File: config.mk
export PLATFORM = sky130hd
export DESIGN_NAME = rtc_gate
export DESIGN_NICKNAME = d
export VERILOG_FILES = /design/src/design/rtc_gate_pkg.sv /design/src/design/rtc_gate.sv
export SDC_FILE = /design/constraint.sdc
export NUM_CORES = 1
export LEC_CHECK = 0
export ABC_AREA = 1
export BUFFER_PORTS_ARGS = -buffer_cell sky130_fd_sc_hd__buf_4
export CAP_MARGIN = 30
export CORE_ASPECT_RATIO = 1.1
export CORE_MARGIN = 3
export CORE_UTILIZATION = 24
export CTS_CLUSTER_SIZE = 8
export DETAILED_ROUTE_END_ITERATION = 8
export GPL_TIMING_DRIVEN = 0
export PLACE_DENSITY_LB_ADDON = 0.12
export RECOVER_POWER = 100
export SLEW_MARGIN = 20
export SYNTH_ARGS = -nofsm -noshare
export SYNTH_HDL_FRONTEND = slang
export SYNTH_SLANG_ARGS = --single-unit
File: constraint.sdc
create_clock -name clk -period 2.2 [get_ports clk]
set_input_delay 0.22 -clock clk [delete_from_list [all_inputs] [get_ports clk]]
set_output_delay 0.22 -clock clk [all_outputs]
set_load 0.005 [all_outputs]
File: src/design/rtc_gate_pkg.sv
/*
 * Constants, register map and carrier types for the real-time clock access-gating block.
 * Assumes a 25 MHz system clock and an Avalon-MM slave port with 32-bit data.
 */
package rtc_gate_pkg;

    // ****************************************
    // Register map (register indices; byte address is four times the index)
    // ****************************************
    localparam logic [7:0] IDX_SUBSEC = 8'hfa;
    localparam logic [7:0] IDX_SEC = 8'hfb;
    localparam logic [7:0] IDX_MIN = 8'hfc;
    localparam logic [7:0] IDX_HOUR = 8'hfd;
    localparam logic [7:0] IDX_DAY_LO = 8'hfe;
    localparam logic [7:0] IDX_DAY_HI = 8'hff;
    localparam logic [7:0] IDX_CTRL = 8'hf9;
    localparam logic [7:0] IDX_ALARM_SUBSEC = 8'hf2;
    localparam logic [7:0] IDX_ALARM_SEC = 8'hf3;
    localparam logic [7:0] IDX_ALARM_MIN = 8'hf4;
    localparam logic [7:0] IDX_ALARM_HOUR = 8'hf5;
    localparam logic [7:0] IDX_IRQ_EN = 8'he8;
    localparam logic [7:0] IDX_TA = 8'hc7;

    // ****************************************
    // Control register fields, plus the alarm interrupt-enable bit of the interrupt-enable register
    // ****************************************
    localparam int BIT_SUBSEC_CE = 7;
    localparam int BIT_SEC_CE = 6;
    localparam int BIT_MIN_CE = 5;
    localparam int BIT_HOUR_CE = 4;
    localparam int BIT_READ_HOLD = 3;
    localparam int BIT_WRITE_HOLD = 2;
    localparam int BIT_ALARM_FLAG = 1;
    localparam int BIT_OSC_EN = 0;
    localparam int BIT_ALARM_IRQ_EN = 5;
    localparam logic [7:0] CTRL_RESET = 8'h00;

    // ****************************************
    // Timed-access unlock
    // ****************************************
    localparam logic [7:0] TA_KEY1 = 8'haa;
    localparam logic [7:0] TA_KEY2 = 8'h55;
    localparam int TA_WINDOW = 3;

    // ****************************************
    // Timing
    // ****************************************
    localparam int CLK_HZ = 25000000;
    localparam int VALID_US = 1000;
    localparam int AUTO_CLEAR_US = 1950;
    localparam int VALID_CYC = VALID_US * (CLK_HZ / 1000000);
    localparam int AUTO_CLEAR_CYC = AUTO_CLEAR_US * (CLK_HZ / 1000000);
    localparam int TICK_DIV = CLK_HZ / 256;
    localparam int SUBSEC_MAX = 255;
    localparam int SEC_MAX = 59;
    localparam int HOUR_MAX = 23;

    // ****************************************
    // Carrier types
    // ****************************************
    typedef struct packed {
        logic [7:0] subsec;
        logic [7:0] sec;
        logic [7:0] min;
        logic [7:0] hour;
        logic [15:0] day;
    } time_t;

    typedef struct packed {
        logic [9:0] address;
        logic read;
        logic write;
        logic [31:0] writedata;
        logic [3:0] byteenable;
    } avmm_req_t;

    typedef struct packed {
        logic [31:0] readdata;
        logic waitrequest;
    } avmm_rsp_t;

endpackage : rtc_gate_pkg

File: src/design/rtc_gate.sv
/*
 * Access gating, timed windows, alarm match and flag of the real-time clock,
 * with a compact counter chain so the gating has something to hold.
 * Assumes a single 25 MHz clock, an Avalon-MM master and that software
 * keeps the machine-cycle spacing around hold changes.
 */
// Implementation choice: the Avalon-MM slave port.
module rtc_gate #(
    parameter int VALID_CYCLES = rtc_gate_pkg::VALID_CYC,
    parameter int CLEAR_CYCLES = rtc_gate_pkg::AUTO_CLEAR_CYC,
    parameter int TICK_CYCLES = rtc_gate_pkg::TICK_DIV
) (
    // Clock and reset
    input wire logic clk,
    input wire logic rstn,
    // Power-on reset without battery
    input wire logic nobat_rstn,
    // Register bus
    input wire rtc_gate_pkg::avmm_req_t avs_req,
    output rtc_gate_pkg::avmm_rsp_t avs_rsp,
    // Status
    output logic clock_irq,
    output logic read_valid,
    output logic write_valid
);
    import rtc_gate_pkg::*;

    // ****************************************
    // Bus decode
    // ****************************************
    logic [7:0] idx;
    logic wr_hit;
    logic rd_hit;
    logic [7:0] wdat;
    logic ack_q;
    assign idx = avs_req.address[9:2];
    assign wdat = avs_req.writedata[7:0];
    // Writes land on the completing edge, the one where the master sees waitrequest low
    assign wr_hit = avs_req.write && avs_req.byteenable[0] && ack_q;
    assign rd_hit = avs_req.read && !ack_q;

    // One wait cycle per access so read data come from a flop
    always_ff @(posedge clk or negedge rstn) begin
        if (!rstn) begin
            ack_q <= 1'b0;
        end else begin
            ack_q <= (avs_req.read || avs_req.write) && !ack_q;
        end
    end
    assign avs_rsp.waitrequest = (avs_req.read || avs_req.write) && !ack_q;

    // ****************************************
    // Timed access unlock
    // ****************************************
    logic [1:0] ta_cnt_q;
    logic ta_open;
    logic ta_key1;
    logic ta_key2;
    logic ta_ctrl;
    // Unlock steps: first key, second key, then exactly one control write
    typedef enum logic [2:0] {
        TA_LOCKED = 3'b001,
        TA_KEYED = 3'b010,
        TA_OPEN = 3'b100
    } ta_state_t;
    ta_state_t ta_state_q;
    assign ta_key1 = wr_hit && idx == IDX_TA && wdat == TA_KEY1;
    assign ta_key2 = wr_hit && idx == IDX_TA && wdat == TA_KEY2;
    assign ta_ctrl = wr_hit && idx == IDX_CTRL;
    assign ta_open = (ta_state_q == TA_OPEN) && (ta_cnt_q != 2'h0);

    // Short window so a stray key write cannot unlock a much later control write
    always_ff @(posedge clk or negedge rstn) begin
        if (!rstn) begin
            ta_cnt_q <= 2'h0;
        end else if (ta_key1 || (ta_key2 && ta_state_q == TA_KEYED)) begin
            ta_cnt_q <= 2'(TA_WINDOW);
        end else if (ta_cnt_q != 2'h0) begin
            ta_cnt_q <= ta_cnt_q - 2'h1;
        end
    end

    always_ff @(posedge clk or negedge rstn) begin
        if (!rstn) begin
            ta_state_q <= TA_LOCKED;
        end else if (ta_key1) begin
            ta_state_q <= TA_KEYED;
        end else begin
            case (ta_state_q)
                TA_KEYED: begin
                    if (ta_key2) begin
                        ta_state_q <= TA_OPEN;
                    end else if (ta_ctrl || ta_cnt_q == 2'h0) begin
                        ta_state_q <= TA_LOCKED;
                    end
                end
                TA_OPEN: begin
                    if (ta_ctrl || ta_cnt_q == 2'h0) begin
                        ta_state_q <= TA_LOCKED;
                    end
                end
                default: begin
                    ta_state_q <= TA_LOCKED;
                end
            endcase
        end
    end

    // ****************************************
    // Hold bits and their windows
    // ****************************************
    logic read_hold_q;
    logic write_hold_q;
    logic [31:0] hold_cnt_q;
    logic ctrl_wr;
    logic both_set;
    logic hold_expire;
    assign ctrl_wr = wr_hit && idx == IDX_CTRL;
    assign both_set = wdat[BIT_READ_HOLD] && wdat[BIT_WRITE_HOLD];
    assign hold_expire = hold_cnt_q >= 32'(CLEAR_CYCLES - 1);

    always_ff @(posedge clk or negedge rstn) begin
        if (!rstn) begin
            read_hold_q <= 1'b0;
        end else if (ctrl_wr && !both_set) begin
            read_hold_q <= wdat[BIT_READ_HOLD];
        end else if (read_hold_q && hold_expire) begin
            read_hold_q <= 1'b0;
        end
    end

    always_ff @(posedge clk or negedge rstn) begin
        if (!rstn) begin
            write_hold_q <= 1'b0;
        end else if (ctrl_wr && !both_set && ta_open) begin
            write_hold_q <= wdat[BIT_WRITE_HOLD];
        end else if (write_hold_q && hold_expire) begin
            write_hold_q <= 1'b0;
        end
    end

    // Window counter restarts when a hold is set while neither hold was set
    logic any_hold;
    logic hold_rise;
    logic any_hold_q;
    assign any_hold = read_hold_q || write_hold_q;
    assign hold_rise = any_hold && !any_hold_q;
    always_ff @(posedge clk or negedge rstn) begin
        if (!rstn) begin
            any_hold_q <= 1'b0;
            hold_cnt_q <= 32'h0;
        end else begin
            any_hold_q <= any_hold;
            if (!any_hold || hold_rise) begin
                hold_cnt_q <= 32'h0;
            end else if (!hold_expire) begin
                hold_cnt_q <= hold_cnt_q + 32'h1;
            end
        end
    end
    assign read_valid = read_hold_q && hold_cnt_q < 32'(VALID_CYCLES);
    assign write_valid = write_hold_q && hold_cnt_q < 32'(VALID_CYCLES);

    // ****************************************
    // Alarm enables, oscillator enable, interrupt enable
    // ****************************************
    // Alarm enables, alarm time and oscillator enable survive ordinary resets; only the no-battery reset touches them, while rstn clears the interrupt enable
    logic [3:0] cmp_en_q;
    logic osc_en_q;
    logic alarm_irq_enable_q;
    time_t alarm_q;
    always_ff @(posedge clk or negedge nobat_rstn) begin
        if (!nobat_rstn) begin
            cmp_en_q <= 4'h0;
            osc_en_q <= 1'b0;
            alarm_q <= '0;
        end else begin
            if (ctrl_wr) begin
                cmp_en_q <= wdat[7:4];
            end
            if (ctrl_wr && ta_open) begin
                osc_en_q <= wdat[BIT_OSC_EN];
            end
            if (wr_hit && idx == IDX_ALARM_SUBSEC) begin
                alarm_q.subsec <= wdat;
            end
            if (wr_hit && idx == IDX_ALARM_SEC) begin
                alarm_q.sec <= wdat;
            end
            if (wr_hit && idx == IDX_ALARM_MIN) begin
                alarm_q.min <= wdat;
            end
            if (wr_hit && idx == IDX_ALARM_HOUR) begin
                alarm_q.hour <= wdat;
            end
        end
    end

    always_ff @(posedge clk or negedge rstn) begin
        if (!rstn) begin
            alarm_irq_enable_q <= 1'b0;
        end else if (wr_hit && idx == IDX_IRQ_EN) begin
            alarm_irq_enable_q <= wdat[BIT_ALARM_IRQ_EN];
        end
    end

    // ****************************************
    // Counter chain
    // ****************************************
    time_t live_q;
    time_t shadow_q;
    logic [31:0] div_q;
    logic tick;
    assign tick = osc_en_q && div_q >= 32'(TICK_CYCLES - 1);

    // The divider keeps running during a write hold; ticks are banked so no time is lost
    logic [7:0] owed_q;
    always_ff @(posedge clk or negedge nobat_rstn) begin
        if (!nobat_rstn) begin
            div_q <= 32'h0;
        end else if (!osc_en_q || tick) begin
            div_q <= 32'h0;
        end else begin
            div_q <= div_q + 32'h1;
        end
    end

    logic step;
    logic write_hold_fall;
    logic wh_q;
    logic bank;
    // The cycle that loads 00h cannot step, so its tick is banked too
    assign write_hold_fall = wh_q && !write_hold_q;
    assign bank = write_hold_q || write_hold_fall;
    assign step = !bank && (tick || owed_q != 8'h0);

    function automatic time_t advance(input time_t t);
        time_t n;
        n = t;
        if (t.subsec == 8'(SUBSEC_MAX)) begin
            n.subsec = 8'h00;
            if (t.sec == 8'(SEC_MAX)) begin
                n.sec = 8'h00;
                if (t.min == 8'(SEC_MAX)) begin
                    n.min = 8'h00;
                    if (t.hour == 8'(HOUR_MAX)) begin
                        n.hour = 8'h00;
                        n.day = t.day + 16'h1;
                    end else begin
                        n.hour = t.hour + 8'h1;
                    end
                end else begin
                    n.min = t.min + 8'h1;
                end
            end else begin
                n.sec = t.sec + 8'h1;
            end
        end else begin
            n.subsec = t.subsec + 8'h1;
        end
        return n;
    endfunction : advance

    always_ff @(posedge clk or negedge nobat_rstn) begin
        if (!nobat_rstn) begin
            owed_q <= 8'h00;
        end else if (bank && tick) begin
            owed_q <= owed_q + 8'h1;
        end else if (step && !tick) begin
            owed_q <= owed_q - 8'h1;
        end
    end

    always_ff @(posedge clk or negedge rstn) begin
        if (!rstn) begin
            wh_q <= 1'b0;
        end else begin
            wh_q <= write_hold_q;
        end
    end

    always_ff @(posedge clk or negedge nobat_rstn) begin
        if (!nobat_rstn) begin
            live_q <= '0;
        end else if (write_hold_fall) begin
            live_q.subsec <= 8'h00;
        end else if (write_valid && wr_hit) begin
            if (idx == IDX_SUBSEC) begin
                live_q.subsec <= wdat;
            end else if (idx == IDX_SEC) begin
                live_q.sec <= wdat;
            end else if (idx == IDX_MIN) begin
                live_q.min <= wdat;
            end else if (idx == IDX_HOUR) begin
                live_q.hour <= wdat;
            end else if (idx == IDX_DAY_LO) begin
                live_q.day[7:0] <= wdat;
            end else if (idx == IDX_DAY_HI) begin
                live_q.day[15:8] <= wdat;
            end
        end else if (step) begin
            live_q <= advance(live_q);
        end
    end

    // Visible copy stops following while read hold is set
    always_ff @(posedge clk or negedge nobat_rstn) begin
        if (!nobat_rstn) begin
            shadow_q <= '0;
        end else if (!read_hold_q) begin
            shadow_q <= live_q;
        end
    end

    // ****************************************
    // Alarm match and flag
    // ****************************************
    logic match;
    logic match_q;
    logic alarm_flag_q;
    assign match = (cmp_en_q != 4'h0) &&
        (!cmp_en_q[3] || alarm_q.subsec == live_q.subsec) &&
        (!cmp_en_q[2] || alarm_q.sec == live_q.sec) &&
        (!cmp_en_q[1] || alarm_q.min == live_q.min) &&
        (!cmp_en_q[0] || alarm_q.hour == live_q.hour);

    always_ff @(posedge clk or negedge nobat_rstn) begin
        if (!nobat_rstn) begin
            match_q <= 1'b0;
            alarm_flag_q <= 1'b0;
        end else begin
            match_q <= match;
            if (match && !match_q) begin
                alarm_flag_q <= 1'b1;
            end else if (ctrl_wr && wdat[7:4] == 4'h0) begin
                alarm_flag_q <= 1'b0;
            end else if (ctrl_wr && !wdat[BIT_ALARM_FLAG]) begin
                alarm_flag_q <= 1'b0;
            end
        end
    end
    // Ordinary reset leaves the flag alone; of the two resets only the no-battery reset clears it
    assign clock_irq = alarm_flag_q && alarm_irq_enable_q;

    // ****************************************
    // Read data
    // ****************************************
    logic [7:0] rdat_d;
    logic [31:0] rdat_q;
    always_comb begin
        rdat_d = 8'h00;
        if (idx == IDX_SUBSEC) rdat_d = shadow_q.subsec;
        else if (idx == IDX_SEC) rdat_d = shadow_q.sec;
        else if (idx == IDX_MIN) rdat_d = shadow_q.min;
        else if (idx == IDX_HOUR) rdat_d = shadow_q.hour;
        else if (idx == IDX_DAY_LO) rdat_d = shadow_q.day[7:0];
        else if (idx == IDX_DAY_HI) rdat_d = shadow_q.day[15:8];
        else if (idx == IDX_CTRL) rdat_d = {cmp_en_q, read_hold_q, write_hold_q,
            alarm_flag_q, osc_en_q};
        else if (idx == IDX_ALARM_SUBSEC) rdat_d = alarm_q.subsec;
        else if (idx == IDX_ALARM_SEC) rdat_d = alarm_q.sec;
        else if (idx == IDX_ALARM_MIN) rdat_d = alarm_q.min;
        else if (idx == IDX_ALARM_HOUR) rdat_d = alarm_q.hour;
        else if (idx == IDX_IRQ_EN) rdat_d = {2'h0, alarm_irq_enable_q, 5'h00};
    end

    always_ff @(posedge clk or negedge rstn) begin
        if (!rstn) begin
            rdat_q <= 32'h0;
        end else if (rd_hit) begin
            rdat_q <= {24'h0, rdat_d};
        end
    end
    assign avs_rsp.readdata = rdat_q;

endmodule : rtc_gate

; After elaboration in Yosys (flattened, before gate mapping)
; Index checks and enable logic that the tools add are counted.
[word_totals]
in_bits = 51
register_bits = 226
[op_classes]
bitwise = 1
n_addsub = 10
n_reduce_logical = 86
order_cmp = 3
eq_ne = 37
mux = 52
[ops]
columns = operator, count
row1 = $mux 8, 25
row2 = $mux 32, 5
row3 = $eq 8x8->1 const B, 15
row4 = $mux 48, 2
row5 = $mux 40, 2
row6 = $add 32x1->32 const B, 2
row7 = $mux 24, 2
row8 = $add 8x1->8 const B, 5
row9 = $logic_and 1x1->1, 38
row10 = $eq 8x8->1, 4
row11 = $ge 32x16->1 const B, 1
row12 = $ge 32x17->1 const B, 1
row13 = $lt 32x15->1 const B, 1
row14 = $mux 16, 2
row15 = $reduce_bool 2->1, 10
row16 = $add 16x1->16 const B, 1
row17 = $eq 8x6->1 const B, 2
row18 = $logic_not 1->1, 14
row19 = $logic_or 1x1->1, 12
row20 = $ne 2x1->1 const B, 6
row21 = $reduce_and 12->1, 1
row22 = $reduce_and 11->1, 1
row23 = $ne 2x2->1 const B, 5
row24 = $mux 3, 3
row25 = other kinds (21), 29

; Longest topological paths before layout
[logic_depth]
depth_word = 13
mapped_depth = 17

; Least setup slack after synthesis
; Ideal clock, no wire load.
[synth_path]
path_kind = reg2reg
startpoint = reg div_q[0]
endpoint = reg owed_q[7]
n_path_buf = 0
setup_ps = 117
t_required_ps = 2083
period_less_slack_ps = 2360
t_arrival_ps = 2242
setup_slack_ps = -160
path_stages_with_launch = 18
path_cell_list = dfrtp_1 -> ha_1 -> nand2_1 -> nand2_1 -> nand2_1 -> nand3_1 -> nand2_1 -> nand2_1 -> nand3_1 -> ha_1 -> a21oi_1 -> nand2_1 -> a31oi_1 -> inv_1 -> nand2_1 -> nand3_1 -> nand2_1 -> nand2_1
[synth_via]
elab_chain_cells = 6
elab_cells_between_ends = 9
[synth_rtl]
columns = element, line_no
row1 = start: declaration, rtc_gate.sv:212  ; logic [31:0] div_q;
row2 = start signal: assignment, rtc_gate.sv:224  ; div_q <= div_q + 32'h1;
row3 = $ge 32x17->1 (*), rtc_gate.sv:214  ; assign tick = osc_en_q && div_q >= 32'(TICK_CYCLES - 1);
row4 = $logic_and 1x1->1 (*), rtc_gate.sv:214
row5 = $logic_or 1x1->1, rtc_gate.sv:235  ; assign step = !bank && (tick || owed_q != 8'h0);
row6 = $logic_and 1x1->1, rtc_gate.sv:235
row7 = $logic_and 1x1->1, rtc_gate.sv:269  ; end else if (step && !tick) begin
row8 = $reduce_bool 2->1 (no line), --
row9 = end signal: assignment, rtc_gate.sv:268  ; owed_q <= owed_q + 8'h1;
row10 = end signal: assignment, rtc_gate.sv:270  ; owed_q <= owed_q - 8'h1;
row11 = end: declaration, rtc_gate.sv:217  ; logic [7:0] owed_q;
; Every way passes the cells marked *; elsewhere a longest branch is shown, timed or not.
; A chain may end at the register's enable or synchronous reset.

; Final worst setup path
[layout_path]
startpoint = reg ack_q
endpoint = reg write_hold_q
[layout_via]
elab_chain_cells = 5
elab_cells_between_ends = 6
[layout_rtl]
columns = element, line_no
row1 = start: declaration, rtc_gate.sv:35  ; logic ack_q;
row2 = start signal: assignment, rtc_gate.sv:47  ; ack_q <= (avs_req.read || avs_req.write) && !ack_q;
row3 = $logic_and 1x1->1 (*), rtc_gate.sv:39  ; assign wr_hit = avs_req.write && avs_req.byteenable[0] && ack_q;
row4 = $logic_and 1x1->1 (*), rtc_gate.sv:118  ; assign ctrl_wr = wr_hit && idx == IDX_CTRL;
row5 = $logic_and 1x1->1 (*) (2 in a row), rtc_gate.sv:135  ; end else if (ctrl_wr && !both_set && ta_open) begin
row6 = $mux 1 / $reduce_bool 2->1 (equally long branches), --
row7 = end signal: assignment, rtc_gate.sv:136  ; write_hold_q <= wdat[BIT_WRITE_HOLD];
row8 = end: declaration, rtc_gate.sv:113  ; logic write_hold_q;
; Marked as above.

==> impl_metrics.tcl <==
set metrics [dict create \
    clk_pin_slew_worst_paths_ns 0.06 \
    period_share_pct 108 \
    rows 86 \
    cap_violations 0 \
    p_leak_nw 7.33 \
    synthCells 1637 \
    fin_skew_ns 0.0347 \
    cts_root_buffer "clkbuf_16" \
    setup_violations 11 \
    p_per_area_nw_per_um2 671 \
    hold_class "primary input to flip-flop" \
    cts.htree.levels 2 \
    gr-total-overflow 0 \
    report.final.slew_viol_count 0 \
    numPortBuffers 33 \
    cts.sinks 226 \
    nets 1865 \
    antenna_cells 0 \
    end_kind "flip-flop" \
    cts_max_path_buffers 3 \
    detail_route.wl_per_cell_um 17.7 \
    insertion_delay_ns 0.54 \
    core_area_um2 50700 \
    cts-buffers-inserted 35 \
    worstSetupEndpoint "write_hold_q" \
    fin_util_pct 31.2 \
    post-place-ws_ns -0.756 \
    ir_drop_v 0.000480 \
    r2r_end "write_hold_q" \
    critical_path_class "flip-flop to flip-flop" \
    max_slew_margin_pct 3.44 \
    route.detailed.drc 0 \
    slowest_delay_ns 0.36 \
    worst_slew_pin_slew_ns 1.45 \
    outcome "finished with violations" \
    drtPass1Iterations 5 \
    place.detailed.hpwl_mm 31.9 \
    vias 11256 \
    grt_max_degree 79 \
    track_usage_pct 15.8 \
    grt_pass1_wl_mm 66.5 \
    die_w_um 223 \
    drt_iter0_markers 870 \
    fp.dieArea_um2 54700 \
    die-height_um 245 \
    synth_cell_type_count 44 \
    rr_worst_depth 9 \
    rr_startpoint "ack_q" \
    worstSetupStartpoint "ack_q" \
    drive_above_1_share_pct 16.8 \
    avgSynthCellArea_um2 7.62 \
    drtAntennaViolNets 0 \
    finalCriticalPeriod_ns 2.37 \
    rrSetupSlack_ns -0.17 \
    crit_top_cell "nand3_1" \
    ys_warn_count 0 \
    gp_congestion 0.871 \
    setup_ws_ns -0.168 \
    critPathRequiredTime_ns 2.60 \
    area_delta_synth_final_pct 26.7 \
    syn_area_um2 12500 \
    tritoncts "yes" \
    grt_pass1_vias 10921 \
    via_per_inst 4.55 \
    violations "negative setup slack" \
    rsz0062_at_grt "true" \
    routed_wl_mm 43.8 \
    hold_viol_final 0 \
    start_util_pct 24.6 \
    arrival_ns 2.77 \
    fin_tns_setup_ns -0.731 \
    clock.fmax_mhz 422 \
    antenna_found_initial 0 \
    seq_area_frac_synth_pct 45.4 \
    crit_fanout 10 \
    path_cells "nand3_1 > inv_1 > clkbuf_2 > nand2_1 > a21oi_2 > nand4_1 > buf_4 > nand3_1 > o21ai_0" \
    startpoint_type "flip-flop" \
    io_pins 87 \
    critPathSlowestCell "dfrtp_1" \
    ys_ff_latch 226 \
]
[registers in the layout, summed over array words and instances, names as in the netlist]
name	flops
ta_cnt_q	2
ack_q	1
read_hold_q	1
cmp_en_q	4
alarm_q	32
ta_state_q	3
any_hold_q	1
owed_q	8
div_q	32
live_q	48
match_q	1
alarm_irq_enable_q	1
write_hold_q	1
shadow_q	48
wh_q	1
alarm_flag_q	1
rdat_q	8
hold_cnt_q	32
osc_en_q	1
[how the worst min path moves through the flow]
| stage | from | end | slack, ns | cells past startpoint |
|---|---|---|---|---|
| finish | avs_req[4] | osc_en_q | 0.06 | 3 |
| global route | avs_req[4] | osc_en_q | 0.06 | 3 |
| CTS | avs_req[4] | osc_en_q | 0.03 | 3 |
| detailed placement | nobat_rstn | div_q[6] | 0.16 | 1 |
| global placement | rstn | ta_cnt_q[1] | 0.34 | 1 |
| floorplan | rstn | ack_q | -0.08 | 0 |
[layer usage]
metal  wire (um)  GRT usage (%)
met1       20300           21.5
met2       19900           25.0
met3        2060           3.07
met4        1620           5.72
met5           0              0
[timing repair]
action	4_1_cts	5_1_grt
gates cloned	0	2
endpoints found under the setup margin	109	99
gates resized for setup	70	104
hold buffers	5	0
hold endpoints to repair	141	0
buffers inserted	22	20
pin swaps	23	38
[worst max-delay path: cells and delay by family, from the launching register on]
kind                   cells  cell delay [ns]
buffers and inverters      3             0.78
AOI/OAI and AO/OA          2             0.40
DFF                        1             0.36
and+or+nand+nor            4             0.68
[cells in the final DEF, fill, tap and decap left out, types with 6 or more instances in the layout]
cell,synthesis,routed
nand2_1,483,445
dfrtp_1,225,216
inv_1,171,167
o21ai_0,153,148
nor2_1,149,135
nand3_1,101,97
buf_4,27,79
nand4_1,67,67
conb_1,1,39
xor2_1,38,38
clkbuf_16,0,38
clkbuf_1,21,33
nor3_1,36,30
nand2_2,9,26
a21oi_1,30,23
xnor2_1,20,20
nor2_4,8,16
nand2_4,1,15
or2_2,13,13
clkbuf_4,0,13
buf_6,5,12
nor2_2,5,11
o31ai_1,9,9
ha_1,16,9
dfrtp_2,0,9
nor4_1,8,8
nand2_8,0,8
nor3_2,1,7
inv_2,5,7
buf_12,0,7
a21oi_2,1,6
[report_power, final]
part           internal, mW  switching, mW  total, mW
clock network          3.03           1.95       4.99
registers              4.37          0.217       4.59
logic                 0.385          0.640       1.03
[logic make-up (layout without fill, tap and decap cells)]
| logic type | Yosys count | count (layout) | synth area share (%) |
|---|---|---|---|
| AND/OR/NAND/NOR | 892 | 893 | 31.7 |
| flip-flops | 226 | 226 | 45.4 |
| XOR/XNOR | 58 | 58 | 4.07 |
| buffers and inverters | 239 | 375 | 8.37 |
| AO/OA/AOI/OAI | 204 | 204 | 8.70 |
| other | 1 | 39 | 0.0301 |
| adder cells (fa/ha/maj) | 17 | 17 | 1.77 |
[area by class of cell]
cell class	instances	area, um^2
Inverter	180	684
Clock buffer	51	978
Tap cell	660	826
Buffer	59	420
Fill cell	5504	34900
Timing Repair Buffer	84	737
Clock inverter	1	8.76
Multi-Input combinational cell	1211	6470
Sequential cell	226	5670
[stage by stage]
stage	instances	hold slack (ns)	area, um^2	power [mW]
finish	2472	0.0630	15800	10.6
global route	2472	0.0588	15800	11.1
CTS	2450	0.0345	15300	10.8
detailed placement	2371	0.161	13800	5.67
global placement	2368	0.344	13700	5.64
floorplan	1675	-0.0756	12600	5.25
[Yosys cell counts (all sizes together)]
cell	n	area [um^2]
nand2	493	1880
dfrtp	225	5630
inv	176	661
nor2	162	681
o21ai	156	800
nand3	105	568
nand4	68	440
buf	38	289
xor2	38	333
nor3	37	190
a21oi	31	159
clkbuf	21	78.8
xnor2	20	175
ha	16	200
or2	13	81.3
nor4	9	71.3
o31ai	9	67.6
clkinv	4	15.0
nand3b	3	22.5
a31oi	2	12.5
nor3b	2	15.0
o21a	2	15.0
a211oi	1	7.51
a21o	1	7.51
a41oi	1	8.76
conb	1	3.75
dfstp	1	26.3
fa	1	20.0
o211ai	1	7.51
(Power assumes the default switching activity.)
